**src/isa_cfg.svh**
```systemverilog
// Constants for the input and supply alarm register block.
// Assumes inclusion by the modules and testbench files of this block only.
`ifndef ISA_CFG_SVH
`define ISA_CFG_SVH

// ==========================================
// Register byte addresses
`define ISA_ADDR_STATUS 8'h20
`define ISA_ADDR_HIGH_TH 8'h24
`define ISA_ADDR_LOW_TH 8'h28
`define ISA_ADDR_BITS 8

// ==========================================
// Status word bit positions
`define ISA_BIT_SUP_LOW_ACT 15
`define ISA_BIT_SUP_HIGH_ACT 14
`define ISA_BIT_IN_LOW_ACT 11
`define ISA_BIT_IN_HIGH_ACT 10
`define ISA_BIT_SUP_LOW_LAT 7
`define ISA_BIT_SUP_HIGH_LAT 6
`define ISA_BIT_IN_LOW_LAT 5
`define ISA_BIT_IN_HIGH_LAT 4
`define ISA_BIT_SUMMARY 0

// ==========================================
// Threshold word fields and reset values
`define ISA_HYST_MSB 31
`define ISA_HYST_LSB 24
`define ISA_TH_MSB 15
`define ISA_HYST_STEP_MSB 7
`define ISA_HYST_STEP_LSB 2
`define ISA_HYST_RST 8'h00
`define ISA_HIGH_TH_RST 16'hffff
`define ISA_LOW_TH_RST 16'h0000

// ==========================================
// Bus encodings
`define ISA_HTRANS_NONSEQ 2'b10
`define ISA_HTRANS_SEQ 2'b11
`define ISA_HRESP_OKAY 1'b0

`endif

```
**src/isa_pkg.sv**
```systemverilog
// Types shared by the alarm register block.
// Assumes isa_cfg.svh is on the include path.
package isa_pkg;
   // Hysteresis comparator state for the input alarm
   typedef enum logic [1:0] {
      isa_in_clear,
      isa_in_high,
      isa_in_low
   } isa_state_type;
endpackage : isa_pkg

```
**src/isa_ahb_slave.sv**
```systemverilog
// AHB-Lite slave front end: captures the address phase of a transfer.
// Assumes one master, single word transfers, zero wait states.
`timescale 1ns/100ps
`include "isa_cfg.svh"
module isa_ahb_slave
   import isa_pkg::*;
(
   // Clock and reset
   input wire logic hclk,
   input wire logic hresetn,
   // Address phase from the master
   input wire logic hsel,
   input wire logic [31:0] haddr,
   input wire logic [1:0] htrans,
   input wire logic hwrite,
   input wire logic hready,
   // Captured write request and address for the data phase, live read strobe
   output logic wr_q,
   output logic rd_pulse,
   output logic [7:0] addr_q
);
   // ==========================================
   // Address phase decode
   wire logic xfer_valid;
   assign xfer_valid = hsel && hready && htrans[1];
   // Read strobe is raised during the address phase so the read mux can load
   assign rd_pulse = xfer_valid && !hwrite;

   // Data phase write request held one cycle
   always_ff @(posedge hclk or negedge hresetn) begin
      if (!hresetn) begin
         wr_q <= 1'b0;
         addr_q <= 8'h00;
      end else begin
         wr_q <= xfer_valid && hwrite;
         if (xfer_valid) begin
            addr_q <= haddr[7:0];
         end
      end
   end
endmodule : isa_ahb_slave

```
**src/isa_window.sv**
```systemverilog
// Window comparator with hysteresis for the input alarm.
// Assumes a one-cycle sample strobe with a stable result.
`timescale 1ns/100ps
`include "isa_cfg.svh"
module isa_window
   import isa_pkg::*;
(
   // Clock and reset
   input wire logic hclk,
   input wire logic hresetn,
   // Sample and limits
   input wire logic sample_valid,
   input wire logic [15:0] sample,
   input wire logic [15:0] upper,
   input wire logic [15:0] lower,
   input wire logic [5:0] hyst,
   // Active flags
   output logic high_active_q,
   output logic low_active_q
);
   // ==========================================
   // Comparison with hysteresis
   isa_state_type state_q, state_d;
   wire logic [16:0] up_release;
   wire logic [16:0] lo_release;
   wire logic over_up;
   wire logic under_lo;
   wire logic below_up_rel;
   wire logic above_lo_rel;
   // Release points widened so hysteresis cannot wrap the comparison
   assign up_release = {1'b0, upper} - {11'h000, hyst};
   assign lo_release = {1'b0, lower} + {11'h000, hyst};
   assign over_up = sample > upper;
   assign under_lo = sample < lower;
   assign below_up_rel = up_release[16] ? 1'b0 : ({1'b0, sample} < up_release);
   assign above_lo_rel = {1'b0, sample} > lo_release;

   // Next state: a flag clears only once past its release point
   always_comb begin
      state_d = state_q;
      if (sample_valid) begin
         unique case (state_q)
            isa_in_clear: begin
               if (over_up) state_d = isa_in_high;
               else if (under_lo) state_d = isa_in_low;
            end
            isa_in_high: begin
               if (under_lo) state_d = isa_in_low;
               else if (below_up_rel) state_d = isa_in_clear;
            end
            isa_in_low: begin
               if (over_up) state_d = isa_in_high;
               else if (above_lo_rel) state_d = isa_in_clear;
            end
            default: state_d = isa_in_clear;
         endcase
      end
   end

   always_ff @(posedge hclk or negedge hresetn) begin
      if (!hresetn) state_q <= isa_in_clear;
      else state_q <= state_d;
   end

   assign high_active_q = (state_q == isa_in_high);
   assign low_active_q = (state_q == isa_in_low);
endmodule : isa_window

```
**src/isa_alarm_regs.sv**
```systemverilog
// Alarm status and threshold registers behind an AHB-Lite slave.
// Assumes conversion results arrive with a one-cycle valid strobe and
// supply comparator levels are synchronous to hclk.
//
// Notes on behaviour
// - Reserved bits always read zero.
// - Bits 15/14 show active supply low/high.
// - Bits 11/10 show active input low/high.
// - Bits 7/6 hold latched supply low/high.
// - Bits 5/4 hold latched input low/high.
// - Flags one on alarm, read-only, reset zero.
// - Bit 0 ORs the four latched flags.
// - High threshold word at 24h, little endian.
// - Bits 31:24 hysteresis, read/write, reset zero.
// - Bits 15:0 upper limit, reset all ones.
// - Low threshold at 28h, reset zero.
// - Status word at 20h, little endian.
`timescale 1ns/100ps
`include "isa_cfg.svh"
module isa_alarm_regs
   import isa_pkg::*;
(
   // Clock and reset
   input wire logic hclk,
   input wire logic hresetn,
   // AHB-Lite slave
   input wire logic hsel,
   input wire logic [31:0] haddr,
   input wire logic [1:0] htrans,
   input wire logic hwrite,
   input wire logic [2:0] hsize,
   input wire logic hready,
   input wire logic [31:0] hwdata,
   output logic [31:0] hrdata,
   output logic hreadyout,
   output logic hresp,
   // Converter results and supply comparators
   input wire logic sample_valid,
   input wire logic [15:0] sample,
   input wire logic supply_low_cond,
   input wire logic supply_high_cond,
   // Summary alarm out
   output logic any_alarm_summary
);
   // ==========================================
   // Bus front end
   logic wr_q;
   logic rd_pulse;
   logic [7:0] addr_q;
   isa_ahb_slave u_slave (
      .hclk(hclk),
      .hresetn(hresetn),
      .hsel(hsel),
      .haddr(haddr),
      .htrans(htrans),
      .hwrite(hwrite),
      .hready(hready),
      .wr_q(wr_q),
      .rd_pulse(rd_pulse),
      .addr_q(addr_q)
   );
   // Zero wait states, always OKAY
   assign hreadyout = 1'b1;
   assign hresp = `ISA_HRESP_OKAY;

   // ==========================================
   // Address decode
   // Only the low address byte is decoded, so the three words repeat every
   // 256 bytes; software must not rely on upper address bits to separate them.
   function automatic logic addr_hit(input logic [7:0] addr, input logic [7:0] reg_addr);
      addr_hit = (addr == reg_addr);
   endfunction : addr_hit

   // Read decodes use the live address phase, write decodes the captured one
   wire logic rd_high = rd_pulse && addr_hit(haddr[7:0], `ISA_ADDR_HIGH_TH);
   wire logic rd_low = rd_pulse && addr_hit(haddr[7:0], `ISA_ADDR_LOW_TH);

   // ==========================================
   // Registers and their write decode
   logic [7:0] input_hysteresis_q; // Full byte kept, low bits as written
   logic [15:0] input_upper_limit_q; // Upper input limit
   logic [15:0] input_lower_limit_q; // Lower input limit
   wire logic wr_high = wr_q && addr_hit(addr_q, `ISA_ADDR_HIGH_TH);
   wire logic wr_low = wr_q && addr_hit(addr_q, `ISA_ADDR_LOW_TH);

   // Threshold registers; sub-word writes are treated as whole words
   // Limitation: hsize is ignored, so a byte write rewrites the whole word
   // with whatever stands on the other byte lanes
   always_ff @(posedge hclk or negedge hresetn) begin
      if (!hresetn) begin
         input_hysteresis_q <= `ISA_HYST_RST;
         input_upper_limit_q <= `ISA_HIGH_TH_RST;
         input_lower_limit_q <= `ISA_LOW_TH_RST;
      end else begin
         if (wr_high) begin
            input_hysteresis_q <= hwdata[`ISA_HYST_MSB:`ISA_HYST_LSB];
            input_upper_limit_q <= hwdata[`ISA_TH_MSB:0];
         end
         if (wr_low) input_lower_limit_q <= hwdata[`ISA_TH_MSB:0];
      end
   end

   // ==========================================
   // Active input flags
   logic input_high_active;
   logic input_low_active;
   // Hysteresis step is the upper six bits; host keeps low bits zero
   // Bits 25:24 are kept for read-back only and never reach the comparator
   isa_window u_window (
      .hclk(hclk),
      .hresetn(hresetn),
      .sample_valid(sample_valid),
      .sample(sample),
      .upper(input_upper_limit_q),
      .lower(input_lower_limit_q),
      .hyst(input_hysteresis_q[`ISA_HYST_STEP_MSB:`ISA_HYST_STEP_LSB]),
      .high_active_q(input_high_active),
      .low_active_q(input_low_active)
   );

   // ==========================================
   // Active supply flags registered from the comparator levels
   // One stage only: the levels are taken as synchronous to hclk; an
   // asynchronous source would need a synchroniser in front of this block
   logic supply_low_active_q;
   logic supply_high_active_q;
   always_ff @(posedge hclk or negedge hresetn) begin
      if (!hresetn) begin
         supply_low_active_q <= 1'b0;
         supply_high_active_q <= 1'b0;
      end else begin
         supply_low_active_q <= supply_low_cond;
         supply_high_active_q <= supply_high_cond;
      end
   end

   // ==========================================
   // Latched flags: a set in the read cycle wins over the clear
   logic [3:0] latched_q, latched_d; // {sup_lo, sup_hi, in_lo, in_hi}
   wire logic [3:0] active_vec = {supply_low_active_q, supply_high_active_q,
                                  input_low_active, input_high_active};
   // The clear acts on the address phase, so a read that the master gives up
   // before its data phase still empties the flags
   wire logic rd_status = rd_pulse && addr_hit(haddr[7:0], `ISA_ADDR_STATUS);
   assign latched_d = (rd_status ? 4'h0 : latched_q) | active_vec;
   always_ff @(posedge hclk or negedge hresetn) begin
      if (!hresetn) latched_q <= 4'h0;
      else latched_q <= latched_d;
   end
   assign any_alarm_summary = |latched_q;

   // ==========================================
   // Read data assembly; all other bits zero
   // Status word layout, low byte at 20h:
   //   15 supply low active, 14 supply high active, 13:12 zero
   //   11 input low active, 10 input high active, 9:8 zero
   //   7:4 latched copies in the same order, 3:1 zero, 0 summary
   // Active bits follow the live comparators; latched bits need a read to clear
   logic [31:0] status_word;
   always_comb begin
      status_word = 32'h0000_0000;
      status_word[`ISA_BIT_SUP_LOW_ACT] = supply_low_active_q;
      status_word[`ISA_BIT_SUP_HIGH_ACT] = supply_high_active_q;
      status_word[`ISA_BIT_IN_LOW_ACT] = input_low_active;
      status_word[`ISA_BIT_IN_HIGH_ACT] = input_high_active;
      status_word[`ISA_BIT_SUP_LOW_LAT] = latched_q[3];
      status_word[`ISA_BIT_SUP_HIGH_LAT] = latched_q[2];
      status_word[`ISA_BIT_IN_LOW_LAT] = latched_q[1];
      status_word[`ISA_BIT_IN_HIGH_LAT] = latched_q[0];
      status_word[`ISA_BIT_SUMMARY] = |latched_q;
   end
   wire logic [31:0] high_word = {input_hysteresis_q, 8'h00, input_upper_limit_q};
   wire logic [31:0] low_word = {16'h0000, input_lower_limit_q};
   // Snapshot taken in the address phase so the read and clear agree
   // Read data is registered and stands until the next read is taken, so a
   // master that stretches its data phase still sees the same word
   logic [31:0] rdata_d;
   always_comb begin
      unique case (haddr[7:0])
         `ISA_ADDR_STATUS: rdata_d = status_word;
         `ISA_ADDR_HIGH_TH: rdata_d = high_word;
         `ISA_ADDR_LOW_TH: rdata_d = low_word;
         default: rdata_d = 32'h0000_0000; // Unmapped reads zero
      endcase
   end
   always_ff @(posedge hclk or negedge hresetn) begin
      if (!hresetn) hrdata <= 32'h0000_0000;
      else if (rd_pulse) hrdata <= rdata_d;
   end

   // ==========================================
   // Assertions
   // Summary pin must be the OR of the latched flags at all times
   a_summary_or: assert property (@(posedge hclk) disable iff (!hresetn)
      any_alarm_summary == (|latched_q)) else $error("summary mismatch");
   // A latched flag may only drop at a status read
   a_latch_holds: assert property (@(posedge hclk) disable iff (!hresetn)
      (latched_q[0] && !rd_status) |=> latched_q[0]) else $error("latch lost");
   // An active condition is copied into its latched flag the next cycle
   a_latch_sets: assert property (@(posedge hclk) disable iff (!hresetn)
      input_high_active |=> latched_q[0]) else $error("latch not set");
   a_reserved_zero: assert property (@(posedge hclk) disable iff (!hresetn)
      (status_word[31:16] == 16'h0) && (high_word[23:16] == 8'h0))
      else $error("reserved bits set");
   a_high_write: assert property (@(posedge hclk) disable iff (!hresetn)
      wr_high |=> input_upper_limit_q == $past(hwdata[15:0]))
      else $error("upper limit write");
   a_low_write: assert property (@(posedge hclk) disable iff (!hresetn)
      wr_low |=> input_lower_limit_q == $past(hwdata[15:0]))
      else $error("lower limit write");
   a_supply_active: assert property (@(posedge hclk) disable iff (!hresetn)
      supply_low_cond |=> status_word[15] ##1 latched_q[3])
      else $error("supply flag");
   a_read_status: assert property (@(posedge hclk) disable iff (!hresetn)
      rd_status |=> hrdata[0] == $past(|latched_q))
      else $error("status read");
   a_no_both: assert property (@(posedge hclk) disable iff (!hresetn)
      !(input_high_active && input_low_active)) else $error("both input flags");
   // Hysteresis byte is stored whole, as the host sends it
   a_hyst_write: assert property (@(posedge hclk) disable iff (!hresetn)
      wr_high |=> input_hysteresis_q == $past(hwdata[`ISA_HYST_MSB:`ISA_HYST_LSB]))
      else $error("hysteresis write");
   // Reserved bytes of the threshold words read back as zero
   a_high_rd_zero: assert property (@(posedge hclk) disable iff (!hresetn)
      rd_high |=> hrdata[23:16] == 8'h00) else $error("high word reserved bits");
   a_low_rd_zero: assert property (@(posedge hclk) disable iff (!hresetn)
      rd_low |=> hrdata[31:16] == 16'h0000) else $error("low word reserved bits");
   // Every reserved field of the status word reads zero
   a_status_rd_zero: assert property (@(posedge hclk) disable iff (!hresetn)
      rd_status |=> (hrdata[31:16] == 16'h0000) && (hrdata[13:12] == 2'b00)
         && (hrdata[9:8] == 2'b00) && (hrdata[3:1] == 3'b000))
      else $error("status reserved bits");
   // Threshold reads return the stored fields at their positions
   a_high_rd_data: assert property (@(posedge hclk) disable iff (!hresetn)
      rd_high |=> hrdata[15:0] == $past(input_upper_limit_q))
      else $error("upper limit read");
   a_high_rd_hyst: assert property (@(posedge hclk) disable iff (!hresetn)
      rd_high |=> hrdata[31:24] == $past(input_hysteresis_q))
      else $error("hysteresis read");
   a_low_rd_data: assert property (@(posedge hclk) disable iff (!hresetn)
      rd_low |=> hrdata[15:0] == $past(input_lower_limit_q))
      else $error("lower limit read");
   // A status read returns the flags as they stood in its address phase
   a_rd_supply: assert property (@(posedge hclk) disable iff (!hresetn)
      rd_status |=> hrdata[15:14] == $past({supply_low_active_q, supply_high_active_q}))
      else $error("supply active read");
   a_rd_input: assert property (@(posedge hclk) disable iff (!hresetn)
      rd_status |=> hrdata[11:10] == $past({input_low_active, input_high_active}))
      else $error("input active read");
   a_rd_latched: assert property (@(posedge hclk) disable iff (!hresetn)
      rd_status |=> hrdata[7:4] == $past(latched_q))
      else $error("latched flags read");
   // A read with no condition present empties the latched flags
   a_read_clears: assert property (@(posedge hclk) disable iff (!hresetn)
      (rd_status && (active_vec == 4'h0)) |=> latched_q == 4'h0)
      else $error("read did not clear");
   // No latched flag is lost between reads
   a_latch_all_hold: assert property (@(posedge hclk) disable iff (!hresetn)
      !rd_status |=> (latched_q & $past(latched_q)) == $past(latched_q))
      else $error("latched flag dropped");
   // Flags are read-only: nothing but a condition can raise one
   a_no_false_set: assert property (@(posedge hclk) disable iff (!hresetn)
      (active_vec == 4'h0) |=> (latched_q & ~$past(latched_q)) == 4'h0)
      else $error("flag set without condition");
   // High supply path mirrors the low one
   a_sup_high_trip: assert property (@(posedge hclk) disable iff (!hresetn)
      supply_high_cond |=> status_word[`ISA_BIT_SUP_HIGH_ACT] ##1 latched_q[2])
      else $error("supply high flag");
   a_in_low_latch: assert property (@(posedge hclk) disable iff (!hresetn)
      input_low_active |=> latched_q[1]) else $error("low latch not set");
   // Summary pin rises the cycle after any condition
   a_sum_rises: assert property (@(posedge hclk) disable iff (!hresetn)
      (|active_vec) |=> any_alarm_summary) else $error("summary not raised");
   // Active supply flags follow the comparators one cycle late
   a_supply_track: assert property (@(posedge hclk) disable iff (!hresetn)
      $past(hresetn) |-> ({supply_low_active_q, supply_high_active_q} ==
         $past({supply_low_cond, supply_high_cond}))) else $error("supply tracking");
   // Input flags move only on a new conversion result
   a_flags_hold: assert property (@(posedge hclk) disable iff (!hresetn)
      !sample_valid |=> $stable({input_high_active, input_low_active}))
      else $error("input flag moved");
   // A result beyond a limit raises its flag the next cycle
   a_window_high: assert property (@(posedge hclk) disable iff (!hresetn)
      (sample_valid && (sample > input_upper_limit_q) && (sample >= input_lower_limit_q))
      |=> input_high_active) else $error("high limit missed");
   a_window_low: assert property (@(posedge hclk) disable iff (!hresetn)
      (sample_valid && (sample < input_lower_limit_q) && (sample <= input_upper_limit_q))
      |=> input_low_active) else $error("low limit missed");

   // ==========================================
   // Coverage of the main scenarios
   c_high_trip: cover property (@(posedge hclk) input_high_active ##1 rd_status);
   c_low_trip: cover property (@(posedge hclk) input_low_active);
   c_clear_read: cover property (@(posedge hclk) latched_q != 0 ##1 rd_status ##1 latched_q == 0);
   c_supply_trip: cover property (@(posedge hclk) supply_low_active_q ##1 rd_status);
   // Hysteresis keeps the flag up through a result just inside the limit
   c_hyst_hold: cover property (@(posedge hclk)
      (input_high_active && sample_valid) ##1 input_high_active);
endmodule : isa_alarm_regs

```
**config.mk**
```make
export PLATFORM = sky130hd
export DESIGN_NAME = isa_alarm_regs
export DESIGN_NICKNAME = d
export VERILOG_FILES = /design/src/isa_pkg.sv /design/src/isa_ahb_slave.sv /design/src/isa_window.sv /design/src/isa_alarm_regs.sv
export VERILOG_INCLUDE_DIRS = /design/src
export SDC_FILE = /design/constraint.sdc
export NUM_CORES = 1
export LEC_CHECK = 0
export BUFFER_PORTS_ARGS = -buffer_cell sky130_fd_sc_hd__buf_2
export CORE_MARGIN = 2
export CORE_UTILIZATION = 45
export CTS_CLUSTER_DIAMETER = 80
export DETAILED_ROUTE_END_ITERATION = 8
export GPL_TIMING_DRIVEN = 0
export PLACE_DENSITY = 0.68
export SETUP_SLACK_MARGIN = 0.2
export SYNTH_ARGS = -nofsm -noshare
export SYNTH_HDL_FRONTEND = slang
export SYNTH_SLANG_ARGS = --single-unit
```
**constraint.sdc**
```tcl
create_clock -name hclk -period 4.3 [get_ports hclk]
set_clock_uncertainty 0.05 [all_clocks]
set_input_delay 0.645 -clock hclk [delete_from_list [all_inputs] [get_ports hclk]]
set_output_delay 0.645 -clock hclk [all_outputs]
set_load 0.1 [all_outputs]
```
Word-level counts from Yosys, hierarchy flattened
Cells that the tools add are included.
{"block": "classes", "n_addsub": 2, "magnitude_cmp": 4, "n_eq_ne": 10, "n_mux": 10, "bitwise_logic": 1, "n_reduce_logical": 11}
{"op": "32-bit one-hot mux with 3 select lines", "n": 1}
{"op": "8-bit by 6-bit equality test with 1-bit output (second input constant)", "n": 5}
{"op": "16-bit by 6-bit adder with 17-bit output", "n": 1}
{"op": "16-bit by 17-bit greater-than comparator with 1-bit output", "n": 1}
{"op": "16-bit by 17-bit less-than comparator with 1-bit output", "n": 1}
{"op": "16-bit by 6-bit subtractor with 17-bit output", "n": 1}
{"op": "16-bit greater-than comparator", "n": 1}
{"op": "16-bit less-than comparator", "n": 1}
{"op": "2-bit 2-to-1 mux", "n": 6}
{"op": "3-bit by 1-bit inequality test with 1-bit output (second input constant)", "n": 3}
{"op": "1-bit logical AND", "n": 7}
{"op": "2-bit one-hot mux with 3 select lines", "n": 1}
{"op": "4-bit 2-to-1 mux", "n": 1}
{"op": "4-bit OR", "n": 1}
{"op": "4-bit AND reduction", "n": 1}
{"op": "4-bit OR reduction", "n": 1}
{"op": "2-bit by 1-bit equality test with 1-bit output (second input constant)", "n": 1}
{"op": "2-bit equality test (second input constant)", "n": 1}
{"op": "2-bit zero test", "n": 1}
{"op": "1-bit zero test", "n": 1}
{"op": "1-bit 2-to-1 mux", "n": 1}
{"block": "word_totals", "ff_bits": 89, "out_inout_bits": 35, "elab_cells": 48}

Depth between registers and ports, before layout
{"block": "depth", "depth_word": 6, "depth_mapped": 16, "ltp_nobuf": 16}

By module
From an unflattened synthesis, not the netlist that was laid out.
{"block": "hier_totals", "hier_cells": 551, "hier_area_um2": 5929.4}
{"module": "isa_alarm_regs", "n_inst": 1, "cells_per_inst": 216, "area_per_inst_um2": 3135.5, "seq_area_each_um2": 1771.7}
{"module": "isa_window", "n_inst": 1, "cells_per_inst": 314, "area_per_inst_um2": 2449.8, "seq_area_each_um2": 50.0}
{"module": "isa_ahb_slave", "n_inst": 1, "cells_per_inst": 21, "area_per_inst_um2": 344.1, "seq_area_each_um2": 225.2}

Least setup slack after synthesis
No wires, ideal clock.
{"block": "synth_path", "path_kind": "reg-to-reg", "startpoint": "reg input_upper_limit_q[0]", "endpoint": "reg u_window.state_q[0]", "setup_ns": 0.128, "t_arrival_ns": 3.104, "required_time_ns": 4.122, "slack_ns": 1.018, "stages_incl_launch_ff": 17, "cell_sequence": "dfstp_2 -> inv_1 -> ha_1 -> inv_1 -> fa_1 -> a21o_2 -> a21boi_2 -> o21ai_0 -> nor4_1 -> xnor2_1 -> ha_1 -> a21o_1 -> a211o_1 -> a211oi_1 -> a2111oi_0 -> nor4_1 -> o21ai_1"}
{"block": "synth_via", "elab_chain_cells": 5, "elab_cells_between_ends": 11}
{"element": "from (decl)", "line_no": "isa_alarm_regs.sv:81", "rtl": "logic [15:0] input_upper_limit_q;"}
{"element": "from (signal assigned)", "line_no": "isa_alarm_regs.sv:92", "rtl": "input_upper_limit_q <= `ISA_HIGH_TH_RST;"}
{"element": "from (signal assigned)", "line_no": "isa_alarm_regs.sv:97", "rtl": "input_upper_limit_q <= hwdata[`ISA_TH_MSB:0];"}
{"element": "16-bit by 6-bit subtractor with 17-bit output", "line_no": "isa_window.sv:31", "rtl": "assign up_release = {1'b0, upper} - {11'h000, hyst};"}
{"element": "16-bit by 17-bit less-than comparator with 1-bit output", "line_no": "isa_window.sv:35", "rtl": "assign below_up_rel = up_release[16] ? 1'b0 : ({1'b0, sample} < up_release);"}
{"element": "1-bit 2-to-1 mux", "line_no": "isa_window.sv:35"}
{"element": "3-bit by 1-bit inequality test with 1-bit output (no line)"}
{"element": "4-bit AND reduction (no line)"}
{"element": "to (signal assigned)", "line_no": "isa_window.sv:61", "rtl": "if (!hresetn) state_q <= isa_in_clear;"}
{"element": "to (signal assigned)", "line_no": "isa_window.sv:62", "rtl": "else state_q <= state_d;"}
{"element": "to (decl)", "line_no": "isa_window.sv:23", "rtl": "isa_state_type state_q, state_d;"}
Parallel ways exist; a longest one is shown, timed or not.
A chain may end at the register's enable or synchronous reset.

Worst setup path after layout
Same ends and word-level chain as after synthesis.

==> impl_results.md <==
* Top delay family on crit path: compound AO/OA/AOI/OAI gates
* Share of layout cells above drive strength 1 at between 20% and 30%
* FF+latch area at 2050 µm²
* Worst-Skew Late Latency at between 0.3 and 0.4 ns
* CP max-delay cell: fa_1
* Worst endpoint required time at 4.46 ns
* Vias/cell at 5.54
* Post-synth top area share at 28.0%
* First-pass GRT wire length at 24.6 mm
* Cell internal pwr at 1.61 mW
* Crit path buf inv count at 2
* Most common cell in the netlist: ha_1
* Gate power share at roughly 29%
* Vias in the first global route at about 4900
* Cell taking the most area after synthesis: dfrtp_1
* Crit path max fanout at 6
* Crit path depth at 16
* Netlist cell types at 57
* Final Slew Violations at 0
* Final setup fails at 0
* Routed WL per cell at 17.7 µm
* Post-DP HPWL at 11.8 mm
* Crit path launch: input_upper_limit_q[0]$_DFFE_PN1P_
* CP peak stage delay at 0.41 ns
* Die Ht at around 120 µm
* Nets at 840
* Final min period at 3.83 ns
* # hold bufs at CTS at 0
* Maximum vdd ir drop at about 0.25 mV
* Setup TNS at 0 ns
* Iter 0 DRT Violations at between 200 and 250
* Post-synth ARST share at 100%
* Reg power frac at 37.0%
* PD cells at 358 nW/µm²
* Gr usage total at 22.3%
* CP endpoint: u_window.state_q[0]$_DFFE_PN0P_
* EDFF count, synth at 0
* Reg-to-reg critical path startpoint: input_upper_limit_q[0]$_DFFE_PN1P_
* Final GP Congestion at 0.879
* Initial antenna violation count at 0
* Crit path arrival time at around 4 ns
* R2R Setup Slk at 0.47 ns
* FILL cells at 1179
* TritonRoute pass-1 iters at 5
* P_leak at 3.31 nW
* Synthesized area at 5810 µm²
* Fin area at 6820 µm²
* Worst-Margin Slew at 0.605 ns
* DRC at 0
* Area post-placement at 6490 µm²
* Vias at 4696
* Top post-synthesis cells by area: dfrtp_1 (28%), ha_1 (16%), mux2_2 (7.9%)
* Core area at 12600 µm²
* Yosys warns at 0
* Setup crit end kind: register
* Critical path, cell by cell: inv_1 -> ha_1 -> inv_1 -> fa_1 -> a21o_2 -> a21boi_2 -> o21ai_1 -> nor4_1 -> xnor2_1 -> ha_1 -> a21o_1 -> a211o_1 -> a211oi_1 -> a2111oi_0 -> nor4_1 -> o21ai_1
* Port Buffers at 80
* Net Sw Frac at between 30 and 40%
* Synth cell count leaders: ha_1 (74), dfrtp_1 (65), nor2_1 (50)
* Detail Route Antenna Nets at 0
* Multi-input combinational cell area at 3470 µm²
* Worst-path clk slew at 0.06 ns
* Yosys reg bits at 81
* Clock buffer depth at 2
* Nature of the critical path startpoint: register
* Post-Syn Instances at 571
* Layout area overhead at 17.3%
* Die ar. at 13800 µm²
* ANT cells at 0
* Total Wirelength at 15.0 mm
* Final Cycle Share at 89.1%
* Initial Utilization at 46.1%
* Pin count of the biggest net entering global routing at 76
* CTS buffer count at 9
* Sw Pwr at 0.833 mW
* Root Driver: clkbuf_16
* Row count at between 40 and 50
* Critical path type: reg2reg
* Worst reg2reg endpoint: u_window.state_q[0]$_DFFE_PN0P_
* Commonest register cell after synthesis: dfrtp_1
* RSZ-0062 raised after global routing: false
* GRT overflow at 0
* Seq/Total Area, Yosys at 35.2%
* Die X at 118 µm
* Slew margin rel. at 59.5%
* Num Clock Sinks at 81
* Avg Cell Area, Syn at 10.2 µm²
* Status: complete, no violations
* Clock share of power at 34.3%
* Fmax at approximately 260 MHz
* Worst Hold Class: in2async
* H-tree depth at 3
* Worst reg2reg path depth at 16
* I/O pins at 128
* CTS tree: built
* Number of max-cap violations at 0
* Final count of hold timing violations at 0
[cell families (layout without fill, tap and decap cells)]
group                      Yosys count  in the layout  synth area share (%)
AOI/OAI and AO/OA                  114            114                  13.2
xor gates and xnor gates            25             25                  3.77
adders and majority gates           76             76                  16.6
buffers and inverters               70            167                  5.70
DFF                                 81             81                  35.2
muxes                               55             55                  11.5
other                                2             10                 0.129
and+or+nand+nor                    148            148                  13.9
[sequential cells by signal (all words and copies together) (netlist names)]
name                  flops
hrdata                   24
input_hysteresis_q        8
input_lower_limit_q      16
input_upper_limit_q      16
latched_q                 4
supply_high_active_q      1
supply_low_active_q       1
u_slave.addr_q            8
u_slave.wr_q              1
u_window.state_q          2
[per-stage QoR]
stage	utilization [%]	worst slack, ns	std cells	power [mW]	hold WS, ns
detailed placement	51.4	0.451	832	1.61	0.421
global placement	51.2	0.558	831	1.58	0.415
finish	54.0	0.471	848	2.44	0.0791
global route	54.0	0.229	848	2.56	0.0729
CTS	54.0	0.372	848	2.45	0.0746
floorplan	-	1.02	579	1.43	0.299
[timing repair]
action                     4_1_cts  5_1_grt
setup endpoints to repair        0        1
setup buffers                    0        0
gates resized for setup          0        2
[metal layers]
metal / track usage [%] / up-vias / part of all wire, %
li1: - / 2241 / -
met1: 28.2 / 2287 / 43
met2: 37.1 / 135 / 48
met3: 4.89 / 33 / 5.8
met4: 8.51 / 0 / 3.1
met5: 0 / - / 0
[worst reg2reg max path, cell delays in order (launching register included)]
cell and delay, ns:
dfstp_2 0.39, inv_1 0.10, ha_1 0.17, inv_1 0.06, fa_1 0.41, a21o_2 0.24, a21boi_2 0.17, o21ai_1 0.22
nor4_1 0.34, xnor2_1 0.12, ha_1 0.20, a21o_1 0.15, a211o_1 0.33, a211oi_1 0.24, a2111oi_0 0.13, nor4_1 0.28
o21ai_1 0.12
[power groups by stage]
stage | Sequential [mW] | Combinational (mW) | Clock [mW]
4_1_cts | 0.902 | 0.703 | 0.849
6_report | 0.902 | 0.702 | 0.836
3_3_place_gp | 0.909 | 0.674 | 0
2_1_floorplan | 1.09 | 0.345 | 0
5_1_grt | 0.910 | 0.768 | 0.882
3_5_place_dp | 0.915 | 0.698 | 0
[worst min-delay path by stage]
| stage | from | endpoint | slack [ns] | cells past startpoint |
|---|---|---|---|---|
| after floorplan | hresetn | hrdata[0]$_DFFE_PN0P_ | 0.30 | 0 |
| after global placement | supply_high_active_q$_DFF_PN0_ | latched_q[2]$_DFF_PN0_ | 0.41 | 1 |
| after detailed placement | hrdata[27]$_DFFE_PN0P_ | hrdata[27]$_DFFE_PN0P_ | 0.42 | 2 |
| after CTS | hresetn | u_window.state_q[0]$_DFFE_PN0P_ | 0.07 | 1 |
| after global routing | hresetn | u_window.state_q[0]$_DFFE_PN0P_ | 0.07 | 1 |
| final | hresetn | u_window.state_q[0]$_DFFE_PN0P_ | 0.08 | 1 |
[placed cells by master, fill, tap and decap left out, drive strengths merged, types with 14 or more instances in the layout]
cell type	count
nand2	27
buf	102
a221oi	14
o21ai	25
ha	74
a21oi	23
nor2	51
mux2	54
clkbuf	17
nand3	14
dfstp	16
a21o	15
xnor2	22
dfrtp	65
inv	46
[area by class of cell]
class | count | area share, %
clock buffers | 14 | 3.87
well taps | 172 | 3.16
inverters | 46 | 2.53
flip-flops and latches | 81 | 30.0
plain buffers | 24 | 2.33
clock inverters | 2 | 0.881
repair buffers | 81 | 6.31
multi-input cells | 428 | 50.9
Note: power is estimated with default switching activity, not from simulation.
